===== config.mk =====
export PLATFORM = sky130hd
export DESIGN_NAME = pbcg_top
export DESIGN_NICKNAME = d
export VERILOG_FILES = /design/src/pbcg_pkg.sv /design/src/pbcg_clk_gate.sv /design/src/pbcg_top.sv
export SDC_FILE = /design/constraint.sdc
export NUM_CORES = 1
export LEC_CHECK = 0
export BUFFER_PORTS_ARGS = -buffer_cell sky130_fd_sc_hd__buf_2
export CAP_MARGIN = 20
export CORE_MARGIN = 4
export CORE_UTILIZATION = 52
export CTS_BUF_LIST = sky130_fd_sc_hd__clkbuf_8
export CTS_CLUSTER_DIAMETER = 50
export CTS_CLUSTER_SIZE = 28
export DETAILED_ROUTE_END_ITERATION = 8
export PLACE_DENSITY = 0.94
export REMOVE_ABC_BUFFERS = 1
export SYNTH_ARGS = -nofsm -noshare
export SYNTH_HDL_FRONTEND = slang
export SYNTH_SLANG_ARGS = --single-unit

===== constraint.sdc =====
create_clock -name mclk -period 2.1 [get_ports mclk]
set_input_delay 0.105 -clock mclk [delete_from_list [all_inputs] [get_ports mclk]]
set_output_delay 0.105 -clock mclk [all_outputs]
set_load 0.01 [all_outputs]

===== src/pbcg_pkg.sv =====
// Package for the peripheral bus clock gating block: register map, field layout and resets.
// Assumes a 32-bit APB register port with byte addresses and one aligned word per register.
package pbcg_pkg;

  // Register byte offsets.
  localparam logic [7:0] PBCG_OFS_MASK_A = 8'h18;
  localparam logic [7:0] PBCG_OFS_MASK_B = 8'h1C;
  localparam logic [7:0] PBCG_OFS_MASK_C = 8'h20;

  // Number of defined enable bits in each mask, counted from bit 0.
  localparam int PBCG_WIDTH_A = 7;
  localparam int PBCG_WIDTH_B = 5;
  localparam int PBCG_WIDTH_C = 20;

  // Reset values as printed; bits above each mask width are not stored.
  localparam logic [31:0] PBCG_RST_MASK_A = 32'h0000007F;
  localparam logic [31:0] PBCG_RST_MASK_B = 32'h0000007F;
  localparam logic [31:0] PBCG_RST_MASK_C = 32'h00010000;

  // Domain A enable positions.
  localparam int PBCG_A_EXT_IRQ_CTRL = 6;
  localparam int PBCG_A_REAL_TIME_COUNTER = 5;
  localparam int PBCG_A_WATCHDOG = 4;
  localparam int PBCG_A_GENERIC_CLOCK_UNIT = 3;
  localparam int PBCG_A_SYSTEM_CONTROLLER = 2;
  localparam int PBCG_A_POWER_MANAGER = 1;
  localparam int PBCG_A_ACCESS_PROTECT_ZERO = 0;

  // Domain B enable positions.
  localparam int PBCG_B_DMA_CONTROLLER = 4;
  localparam int PBCG_B_IO_PORT = 3;
  localparam int PBCG_B_FLASH_CONTROLLER = 2;
  localparam int PBCG_B_DEBUG_UNIT = 1;
  localparam int PBCG_B_ACCESS_PROTECT_ONE = 0;

  // Domain C enable positions; ranges give the lowest bit of a group.
  localparam int PBCG_C_TOUCH_CONTROLLER = 19;
  localparam int PBCG_C_DA_CONVERTER = 18;
  localparam int PBCG_C_ANALOG_COMPARATOR = 17;
  localparam int PBCG_C_AD_CONVERTER = 16;
  localparam int PBCG_C_BASIC_TIMER_LOW = 11;
  localparam int PBCG_C_CONTROL_TIMER_LOW = 8;
  localparam int PBCG_C_SERIAL_UNIT_LOW = 2;
  localparam int PBCG_C_EVENT_SYSTEM = 1;
  localparam int PBCG_C_ACCESS_PROTECT_TWO = 0;

endpackage


===== src/pbcg_clk_gate.sv =====
// Glitch-free clock gate bank: one gated copy of the source clock per enable bit.
// Assumes the enables change only just after a rising edge of the same source clock.
`timescale 1ns/10ps
`default_nettype none
module pbcg_clk_gate #(
  parameter int WIDTH = 1
) (
  input wire logic clk,
  input wire logic rst_n,
  input wire logic [WIDTH-1:0] enable,
  output logic [WIDTH-1:0] gated_clk
);

  logic [WIDTH-1:0] en_low_r;
  logic [WIDTH-1:0] en_low_nxt;

  // The enable is passed straight through to the low-phase register.
  always_comb begin
    en_low_nxt = enable;
  end

  // Sampled on the falling edge so the enable only moves while the clock is low.
  always_ff @(negedge clk or negedge rst_n) begin
    if (!rst_n) begin
      en_low_r <= '0;
    end else begin
      en_low_r <= en_low_nxt;
    end
  end

  // An AND with a low-phase enable cannot cut a high pulse short.
  assign gated_clk = {WIDTH{clk}} & en_low_r;

endmodule
`default_nettype wire


===== src/pbcg_top.sv =====
// Peripheral bus clock gating: three mask registers on APB and the gated bus clocks they steer.
// Assumes all three bus domains run from mclk and the APB master is on mclk as well.
// The gated clocks are combinational copies of mclk and cannot leave through a flop.
`timescale 1ns/10ps
`default_nettype none
// Functional notes
// - Domain A bits 6..4 enable interrupt controller, real-time counter, watchdog clocks.
// - Domain A bits 3..0 enable clock unit, system ctrl, power manager, protect zero.
// - Domain B bits 4..0 enable DMA, I/O port, flash, debug, protect one.
// - Domain B mask at 0x1C, five bits reset to one, printed 0x000007F.
// - Domain C bits 19..16 enable touch, DA, comparator and AD converter clocks.
// - Domain C bits 15..11 basic timers, bits 10..8 the control timers.
// - Domain C mask at 0x20 resets 0x00010000; bits 31..20 read zero.
// - Domain C bits 7..2 serial units, bit 1 event system, bit 0 protect two.
module pbcg_top #(
  parameter int WIDTH_A = pbcg_pkg::PBCG_WIDTH_A,
  parameter int WIDTH_B = pbcg_pkg::PBCG_WIDTH_B,
  parameter int WIDTH_C = pbcg_pkg::PBCG_WIDTH_C
) (
  input wire logic mclk,
  input wire logic rst_n,
  input wire logic psel,
  input wire logic penable,
  input wire logic pwrite,
  input wire logic [7:0] paddr,
  input wire logic [31:0] pwdata,
  input wire logic [3:0] pstrb,
  output logic [31:0] prdata,
  output logic pready,
  output logic pslverr,
  output logic [WIDTH_A-1:0] bus_domain_a_generic_clock_unit_gate,
  output logic [WIDTH_B-1:0] bus_domain_b_generic_clock_unit_gate,
  output logic [WIDTH_C-1:0] bus_domain_c_generic_clock_unit_gate,
  output logic [WIDTH_A-1:0] bus_domain_a_en,
  output logic [WIDTH_B-1:0] bus_domain_b_en,
  output logic [WIDTH_C-1:0] bus_domain_c_en
);

  // Merges write data into an old word under the byte strobes.
  function automatic logic [31:0] pbcg_merge(input logic [31:0] old_w, input logic [31:0] new_w,
                                             input logic [3:0] strb);
    logic [31:0] res;
    res = old_w;
    for (int i = 0; i < 4; i++) begin
      if (strb[i]) begin
        res[8*i +: 8] = new_w[8*i +: 8];
      end
    end
    return res;
  endfunction

  // Widens a stored mask to a bus word with the upper bits at zero.
  function automatic logic [31:0] pbcg_word(input logic [31:0] mask, input int width);
    logic [31:0] keep;
    keep = (32'h1 << width) - 32'h1;
    return mask & keep;
  endfunction

  // Lowest bit of each field group of the masks.
  localparam int A_UP_LO = pbcg_pkg::PBCG_A_WATCHDOG;
  localparam int C_ANA_LO = pbcg_pkg::PBCG_C_AD_CONVERTER;
  localparam int C_TMR_LO = pbcg_pkg::PBCG_C_BASIC_TIMER_LOW;
  localparam int C_CTMR_LO = pbcg_pkg::PBCG_C_CONTROL_TIMER_LOW;
  localparam int C_SER_LO = pbcg_pkg::PBCG_C_SERIAL_UNIT_LOW;
  localparam int C_EVT_BIT = pbcg_pkg::PBCG_C_EVENT_SYSTEM;
  localparam int C_PROT_BIT = pbcg_pkg::PBCG_C_ACCESS_PROTECT_TWO;

  logic [WIDTH_A-1:0] mask_a_r;
  logic [WIDTH_A-1:0] mask_a_nxt;
  logic [WIDTH_B-1:0] mask_b_r;
  logic [WIDTH_B-1:0] mask_b_nxt;
  logic [WIDTH_C-1:0] mask_c_r;
  logic [WIDTH_C-1:0] mask_c_nxt;
  logic [31:0] prdata_r;
  logic [31:0] prdata_nxt;
  logic pready_r;
  logic pready_nxt;
  logic pslverr_r;
  logic pslverr_nxt;
  logic hit_a;
  logic hit_b;
  logic hit_c;
  logic hit_any;
  logic access;
  logic commit;
  logic [31:0] word_a;
  logic [31:0] word_b;
  logic [31:0] word_c;
  logic [31:0] merged_a;
  logic [31:0] merged_b;
  logic [31:0] merged_c;
  logic wr_a;
  logic wr_b;
  logic wr_c;

  // Address decode and the access and completion qualifiers.
  assign hit_a = (paddr == pbcg_pkg::PBCG_OFS_MASK_A);
  assign hit_b = (paddr == pbcg_pkg::PBCG_OFS_MASK_B);
  assign hit_c = (paddr == pbcg_pkg::PBCG_OFS_MASK_C);
  assign hit_any = hit_a | hit_b | hit_c;
  assign access = psel & penable;
  assign commit = access & pready_r;

  // Stored masks widened to bus words and merged with the strobed write data.
  assign word_a = pbcg_word(32'(mask_a_r), WIDTH_A);
  assign word_b = pbcg_word(32'(mask_b_r), WIDTH_B);
  assign word_c = pbcg_word(32'(mask_c_r), WIDTH_C);
  assign merged_a = pbcg_merge(word_a, pwdata, pstrb);
  assign merged_b = pbcg_merge(word_b, pwdata, pstrb);
  assign merged_c = pbcg_merge(word_c, pwdata, pstrb);

  // Write strobes per register, true only on the edge that completes the transfer.
  assign wr_a = commit & pwrite & hit_a;
  assign wr_b = commit & pwrite & hit_b;
  assign wr_c = commit & pwrite & hit_c;

  // Bus answer: one wait cycle, then pready and error for a single cycle; prdata holds until the next answer.
  always_comb begin
    pready_nxt = 1'b0;
    prdata_nxt = prdata_r;
    pslverr_nxt = 1'b0;
    if (access && !pready_r) begin
      pready_nxt = 1'b1;
      pslverr_nxt = ~hit_any;
      if (pwrite || !hit_any) begin
        prdata_nxt = 32'h00000000;
      end else if (hit_a) begin
        prdata_nxt = word_a;
      end else if (hit_b) begin
        prdata_nxt = word_b;
      end else begin
        prdata_nxt = word_c;
      end
    end
  end

  // Bus answer registers; reset leaves the bus idle with no data.
  always_ff @(posedge mclk or negedge rst_n) begin
    if (!rst_n) begin
      pready_r <= 1'b0;
      prdata_r <= 32'h00000000;
      pslverr_r <= 1'b0;
    end else begin
      pready_r <= pready_nxt;
      prdata_r <= prdata_nxt;
      pslverr_r <= pslverr_nxt;
    end
  end

  // Mask update: a write lands only on the edge that completes its transfer.
  // Each stored bit is one peripheral enable: one passes its clock, zero stops it.
  always_comb begin
    mask_a_nxt = mask_a_r;
    mask_b_nxt = mask_b_r;
    mask_c_nxt = mask_c_r;
    if (wr_a) begin
      mask_a_nxt[WIDTH_A-1:A_UP_LO] = merged_a[WIDTH_A-1:A_UP_LO];
      mask_a_nxt[A_UP_LO-1:0] = merged_a[A_UP_LO-1:0];
    end
    if (wr_b) begin
      mask_b_nxt = merged_b[WIDTH_B-1:0];
    end
    if (wr_c) begin
      mask_c_nxt[WIDTH_C-1:C_ANA_LO] = merged_c[WIDTH_C-1:C_ANA_LO];
      mask_c_nxt[C_ANA_LO-1:C_TMR_LO] = merged_c[C_ANA_LO-1:C_TMR_LO];
      mask_c_nxt[C_TMR_LO-1:C_CTMR_LO] = merged_c[C_TMR_LO-1:C_CTMR_LO];
      mask_c_nxt[C_CTMR_LO-1:C_SER_LO] = merged_c[C_CTMR_LO-1:C_SER_LO];
      mask_c_nxt[C_EVT_BIT] = merged_c[C_EVT_BIT];
      mask_c_nxt[C_PROT_BIT] = merged_c[C_PROT_BIT];
    end
  end

  // Mask registers with their documented resets.
  always_ff @(posedge mclk or negedge rst_n) begin
    if (!rst_n) begin
      mask_a_r <= pbcg_pkg::PBCG_RST_MASK_A[WIDTH_A-1:0];
      mask_b_r <= pbcg_pkg::PBCG_RST_MASK_B[WIDTH_B-1:0];
      mask_c_r <= pbcg_pkg::PBCG_RST_MASK_C[WIDTH_C-1:0];
    end else begin
      mask_a_r <= mask_a_nxt;
      mask_b_r <= mask_b_nxt;
      mask_c_r <= mask_c_nxt;
    end
  end

  assign pready = pready_r;
  assign prdata = prdata_r;
  assign pslverr = pslverr_r;
  assign bus_domain_a_en = mask_a_r;
  assign bus_domain_b_en = mask_b_r;
  assign bus_domain_c_en = mask_c_r;

  // One glitch-free gate bank per bus domain, all fed from the main clock.
  pbcg_clk_gate #(
    .WIDTH(WIDTH_A)
  ) u_gate_a (
    .clk(mclk),
    .rst_n(rst_n),
    .enable(mask_a_r),
    .gated_clk(bus_domain_a_generic_clock_unit_gate)
  );

  pbcg_clk_gate #(
    .WIDTH(WIDTH_B)
  ) u_gate_b (
    .clk(mclk),
    .rst_n(rst_n),
    .enable(mask_b_r),
    .gated_clk(bus_domain_b_generic_clock_unit_gate)
  );

  pbcg_clk_gate #(
    .WIDTH(WIDTH_C)
  ) u_gate_c (
    .clk(mclk),
    .rst_n(rst_n),
    .enable(mask_c_r),
    .gated_clk(bus_domain_c_generic_clock_unit_gate)
  );

endmodule
`default_nettype wire


==> impl_metrics.tcl, run 1 <==
set metrics [dict create \
    violations "negative setup slack" \
    fp.dieW_um 88.2 \
    syn_inst 238 \
    power.density_mw_per_mm2 826 \
    drive_above_1_share_pct 51.5 \
    most-common-layout-cells "buf_2, dfrtp_1, mux2_2, dfrtn_1, and2_1" \
    synth_fa_ha_area_share_pct 0 \
    cp_data_required_time_ns 2.00 \
    grt_setup_unrepaired "yes" \
    grt_max_degree 87 \
    routed_wirelength_mm 8.62 \
    drv_slew 0 \
    grt-ovfl-total 0 \
    synth_compound_area_share_pct 6.39 \
    worst_pin_slew_ns 0.713 \
    ys_seq_area_share_pct 64.8 \
    synth_top_area_share_pct 30.6 \
    synth_warnings 0 \
    final-hold-violation-count 0 \
    worst_slack_ns -0.176 \
    core_mm2 0.00610 \
    die_y_um 88.2 \
    place_congestion 0.769 \
    mappedNetlistArea_mm2 0.00335 \
    antenna_found_initial 0 \
    fin_skew_ns 0.00943 \
    placed_area_mm2 0.00406 \
    p_leak_uw 0.00262 \
    dpl.hpwl_mm 5.48 \
    synth_area_leader_cell "dfrtp_1" \
    area_growth_pct 40.5 \
    start_kind "register" \
    antennaDiodeCount 0 \
    reg2reg_slack_ns 0.43 \
    num_vias 2533 \
    synth_top_family_by_area "simple AND/OR/NAND/NOR gates" \
    final_nets 453 \
    track_usage_pct 23.4 \
    drtIter0Drc 123 \
    cts_tree "yes" \
    synthDistinctLibCells 31 \
    postRouteAntennaNets 0 \
    design_area_mm2 0.00470 \
    io_buffers 121 \
    worst_ep_arrival_time_ns 2.17 \
    relSlewSlack_pct 52.3 \
    synthMuxAreaShare_pct 11.4 \
    drtPass1Iterations 4 \
    status "complete, but fails checks" \
    grt_pass1_vias 2961 \
    worstSetupPathType "reg -> out" \
    hold_path_class "in -> reg" \
    cap_viol_max_count 0 \
    fin_util_pct 77.2 \
    clk_pin_slew_ns 0.08 \
    synth-seq-cells 86 \
    die_area_mm2 0.00779 \
    grt_first_pass_wirelength_mm 13.4 \
    fillCellCount 376 \
    ys_top_cells_by_area "dfrtp_1, dfrtn_1, mux2_2" \
    synth-xor-area-share_pct 0 \
    final_common_cell "buf_2" \
    syn_avg_cell_area_um2 14.1 \
    via_per_inst 5.20 \
    cp_max_fo 1 \
    start_util_pct 54.9 \
    critPathCaptureType "primary output" \
    fp-row-count 28 \
    clk_latency_ns 0.45 \
    io_pins 147 \
    wire_per_inst_um 17.7 \
    peakVddDrop_v 0.000621 \
    tns_ns -3.79 \
    setup_viol 64 \
    yosys.area_share.simple_pct 13.7 \
    whs_ns 0.144 \
    drc 0 \
]
-- critical path: stages (launching register included) --
cell	delay, ns
dfrtn_1	0.41
and2_1	0.13
buf_2	0.13
-- routing by layer --
metal  GRT usage [%]  share of wire [%]  vias to the layer above
met5               0                  0                        -
met4            21.4                3.9                        0
met3            9.87                7.7                       39
met2            36.0                 53                      111
met1            24.0                 36                     1244
li1                -                  -                     1139
-- report_power, final --
| group | internal (µW) | total [µW] | switching [µW] | leakage, µW |
|---|---|---|---|---|
| Combinational | 71.7 | 167 | 95.8 | 0.000960 |
| Clock | 1200 | 2050 | 856 | 0.000506 |
| Sequential | 1660 | 1670 | 2.78 | 0.00115 |
-- final timing paths --
path,from,end,depth (start not counted)
setup reg to reg,pready$_DFF_PN0_,prdata[13]$_DFFE_PN0N_,3
hold reg to reg,prdata[5]$_DFFE_PN0N_,prdata[5]$_DFFE_PN0N_,2
min in group asynchronous,rst_n,bus_domain_c_en[3]$_DFFE_PN0P_,3
setup / recovery,u_gate_c.en_low_r[13]$_DFF_NN0_,bus_domain_c_generic_clock_unit_gate[13],2
max in group asynchronous,rst_n,u_gate_c.en_low_r[7]$_DFF_NN0_,3
hold / removal,psel,pready$_DFF_PN0_,4
-- flip-flops by register name, summed over array words and instances (netlist names) --
name	cells
pready	1
u_gate_a.en_low_r	7
u_gate_b.en_low_r	5
prdata	20
bus_domain_b_en	5
u_gate_c.en_low_r	20
bus_domain_c_en	20
bus_domain_a_en	7
pslverr	1
-- metrics by stage --
| step | total power (µW) | setup slack [ns] | instances |
|---|---|---|---|
| 2_1_floorplan | 1740 | 0.431 | 229 |
| 3_3_place_gp | 1840 | 0.301 | 435 |
| 3_5_place_dp | 1850 | 0.253 | 435 |
| 4_1_cts | 3930 | -0.171 | 487 |
| 5_1_grt | 4070 | -0.216 | 487 |
| 6_report | 3890 | -0.176 | 487 |
-- logic make-up (layout without fill, tap and decap cells) --
group	count (synthesis)	in the layout
flops	86	86
simple gates	69	69
mux	34	34
compound gates	27	27
buf+inv	21	184
other cells	1	12
-- synth_stat cells --
master	number
and3_1	1
and4_1	1
o21ai_0	2
o31ai_1	5
nand2b_1	1
nand4_1	4
or4_4	1
and2_1	32
conb_1	1
dfstp_2	13
mux2_2	32
dfrtn_1	32
dfrtp_1	41
nand2_1	8
nor4_2	1
a211oi_1	5
and3b_1	1
a22o_1	13
nor4bb_1	1
nor4_4	2
nor4b_2	1
buf_4	12
nand3b_1	2
buf_1	1
mux2i_1	2
nor2b_1	7
o21a_1	1
inv_1	1
clkbuf_1	7
nor2_1	6
o211ai_1	1
-- final cells by class --
type / count / area, µm² / share of cell area [%]
well taps: 75 / 93.8 / 1.99
multi-input cells: 142 / 1110 / 23.6
clock buffers: 54 / 494 / 10.5
clock inverters: 9 / 88.8 / 1.89
inverters: 1 / 3.75 / 0.0798
flip-flops and latches: 86 / 2170 / 46.1
repair buffers: 120 / 746 / 15.9
-- timing repair --
| item | CTS | global route |
|---|---|---|
| gates resized for setup | 2 | 8 |
| pin swaps | 31 | 1 |
| endpoints found under the setup margin | 64 | 64 |
| hold buffers | 21 | 0 |
| hold endpoints to repair | 73 | 0 |
| setup buffers | 0 | 0 |
(Power assumes the default switching activity.)
==> run 2: changes to the inputs <==
--- a/config.mk
+++ b/config.mk
@@ -6,15 +6,15 @@
 export NUM_CORES = 1
 export LEC_CHECK = 0
 export BUFFER_PORTS_ARGS = -buffer_cell sky130_fd_sc_hd__buf_2
-export CAP_MARGIN = 20
 export CORE_MARGIN = 4
-export CORE_UTILIZATION = 52
+export CORE_UTILIZATION = 53
 export CTS_BUF_LIST = sky130_fd_sc_hd__clkbuf_8
 export CTS_CLUSTER_DIAMETER = 50
 export CTS_CLUSTER_SIZE = 28
 export DETAILED_ROUTE_END_ITERATION = 8
-export PLACE_DENSITY = 0.94
+export PLACE_DENSITY = 0.95
 export REMOVE_ABC_BUFFERS = 1
 export SYNTH_ARGS = -nofsm -noshare
 export SYNTH_HDL_FRONTEND = slang
+export SYNTH_HIERARCHICAL = 1
 export SYNTH_SLANG_ARGS = --single-unit
==> constraint.sdc (replaced) <==
create_clock -name mclk -period 2.1 [get_ports mclk]
set_input_delay 0 -clock mclk [delete_from_list [all_inputs] [get_ports mclk]]
set_output_delay 0 -clock mclk [all_outputs]
set_load 0.01 [all_outputs]
==> run 2 against run 1 <==
  * The run still ends with negative setup slack left
  * Sequential power about the same
  * Synthesized cell count decreased by 0.42%
  * Final area increased by 3.5%
  * Global-route usage increased by 3.1 points
  * Clock skew increased by 0.0026 ns
  * Worst hold slack got worse by 0.079 ns
  * Worst setup slack improved by 0.12 ns
  * Critical path depth unchanged
  * Total power increased by 0.59%
  * Critical path type unchanged
  * Highest routed layer unchanged
==> impl_metrics.tcl, run 2 <==
set metrics [dict create \
    holdCritStartpoint "paddr[4]" \
    syn_avg_cell_area_um2 14.2 \
    p_clk_share_pct 52.7 \
    grt-ovfl-total 0 \
    grt_setup_unrepaired "yes" \
    busiest_layer "met2" \
    area_growth_pct 44.4 \
    track_usage_pct 26.5 \
    worstSetupPathType "reg -> out" \
    dpl.hpwl_mm 5.75 \
    synth_area_leader_cell "dfrtp_1" \
    synth_warnings 6 \
    die_area_mm2 0.00771 \
    violations "negative setup slack" \
    reg2reg_slack_ns 0.37 \
    clk_pin_slew_ns 0.08 \
    setup_viol 52 \
    grt_first_pass_wirelength_mm 14.7 \
    power.density_mw_per_mm2 803 \
    ys.flop_type "dfrtp_1" \
    synth-async-reset-ratio_pct 100 \
    worst_slack_ns -0.0509 \
    worst_ep_arrival_time_ns 2.15 \
    fp-row-count 28 \
    io_buffers 121 \
    start_kind "register" \
    grt_max_degree 39 \
    drtPass1Iterations 4 \
    p_comb_share_pct 4.6 \
    drive_above_1_share_pct 54.8 \
    synth-seq-cells 86 \
    p_int_uw 2860 \
    io_pins 147 \
    synthDistinctLibCells 33 \
    tns_ns -0.592 \
    ys_top_cells_by_area "dfrtp_1, dfrtn_1, mux2_2" \
    yosys-top-cells-count "dfrtp_1, dfrtn_1, mux2_2" \
    cts_tree "yes" \
    synth_top_area_share_pct 30.4 \
    final_nets 457 \
    place_congestion 0.770 \
    core_mm2 0.00606 \
    met3_usage_pct 10.3 \
    preCtsSetupSlack_ns 0.296 \
    met1_usage_pct 26.3 \
    p_leak_uw 0.00266 \
    grt_pass1_vias 3091 \
    post_cts_buffers 0 \
    fillCellCount 349 \
    p_sw_share_pct 26.8 \
    rr_worst_depth 3 \
    die_y_um 87.8 \
    final_common_cell "buf_2" \
    final-hold-violation-count 0 \
    start_util_pct 55.7 \
    hold_path_class "in -> reg" \
    r2r-end "prdata[19]$_DFFE_PN0N_" \
    fin_skew_ns 0.0120 \
    grt_util_met2_pct 41.8 \
    whs_ns 0.0646 \
    wire_per_inst_um 19.4 \
    hold-path-endpoint "pslverr$_DFF_PN0_" \
    synth.most_common_cell "dfrtp_1" \
    min_delay_path_depth 4 \
    cp_max_fo 1 \
    most-common-layout-cells "buf_2, dfrtp_1, mux2_2, dfrtn_1, dlygate4sd3_1" \
    via_per_inst 5.35 \
    antennaDiodeCount 0 \
    drtIter0Drc 60 \
    drc 0 \
    ys_seq_area_share_pct 64.3 \
    crit-reg2reg-launch "pready$_DFF_PN0_" \
    drv_slew 0 \
    syn_inst 237 \
    critPathCaptureType "primary output" \
    cp_data_required_time_ns 2.10 \
    synth_edf_count 0 \
    seqPwrFrac_pct 42.6 \
    fp.dieW_um 87.8 \
    cap_viol_max_count 0 \
    worst_pin_slew_ns 0.810 \
    routed_wirelength_mm 9.56 \
    clk_latency_ns 0.46 \
    antenna_found_initial 0 \
    postRouteAntennaNets 0 \
    num_vias 2637 \
    peakVddDrop_v 0.000926 \
    mappedNetlistArea_mm2 0.00337 \
    status "complete, but fails checks" \
    relSlewSlack_pct 45.8 \
    power_switching_uw 1050 \
    fin_util_pct 80.4 \
]
==> run 2: cell count changes in the layout (fill, tap and decap cells not counted), moves of 3 or more <==
cell           change
and2_1            -14
and2_4            +14
buf_2             -14
buf_6             +14
dlygate4sd3_1      +3
==> run 2: how the worst max path moves through the flow <==
stage	end	cells past startpoint	from
detailed placement	bus_domain_c_en[14]$_DFFE_PN0P_	4	paddr[1]
CTS	bus_domain_a_generic_clock_unit_gate[5]	2	u_gate_a/en_low_r[5]$_DFF_NN0_
floorplan	u_gate_c/en_low_r[0]$_DFF_NN0_	0	bus_domain_c_en[0]$_DFFE_PN0P_
finish	bus_domain_c_generic_clock_unit_gate[8]	2	u_gate_c/en_low_r[8]$_DFF_NN0_
global placement	bus_domain_c_en[13]$_DFFE_PN0P_	4	paddr[1]
global route	bus_domain_c_generic_clock_unit_gate[11]	2	u_gate_c/en_low_r[11]$_DFF_NN0_
==> run 2: what timing repair did <==
| action | in CTS | in global routing |
|---|---|---|
| endpoints found under the setup margin | 64 | 64 |
| hold buffers | 24 | 0 |
| gates resized for setup | 26 | 12 |
| endpoints found under the hold margin | 78 | 0 |
| pin swaps | 29 | 2 |
==> run 2: layer usage <==
layer	up-vias	wire, µm
met2	149	5120
met1	1285	3160
li1	1155	-
met3	48	774
met5	-	0
met4	0	510
==> run 2: logic make-up (layout without fill, tap and decap cells) <==
group | after synthesis | after routing | share of synthesized area [%]
flops | 86 | 86 | 64.3
simple gates | 69 | 69 | 14.0
mux | 34 | 34 | 11.3
compound gates | 27 | 27 | 6.34
buf+inv | 20 | 190 | 4.01
other cells | 1 | 12 | 0.111
==> run 2: cell type report <==
cell class / count / area [µm²] / area share (%)
tap: 75 / 93.8 / 1.93
multi-input combinational: 142 / 1140 / 23.5
clock buffer: 54 / 582 / 11.9
timing repair buffer: 124 / 783 / 16.1
sequential: 86 / 2170 / 44.5
inverter: 1 / 3.75 / 0.0771
clock inverter: 11 / 95.1 / 1.95
==> run 2: metrics by stage <==
step,std cells,area [µm²],total power (µW)
6_report,493,4870,3910
5_1_grt,493,4870,4080
4_1_cts,493,4820,3960
3_5_place_dp,436,4080,1850
3_3_place_gp,436,4080,1850
2_1_floorplan,229,3280,1740
==> run 2: critical path: stages, from the launching register on <==
cell and delay, ns:
dfrtn_1 0.41, and2_4 0.15, buf_6 0.09
==> run 2: power by group through the flow <==
stage	Clock (µW)	Sequential [µW]	Combinational [µW]
floorplan	9.93	1700	34.3
global placement	11.0	1700	137
detailed placement	11.0	1700	143
CTS	2110	1670	177
global route	2210	1670	198
finish	2060	1670	180
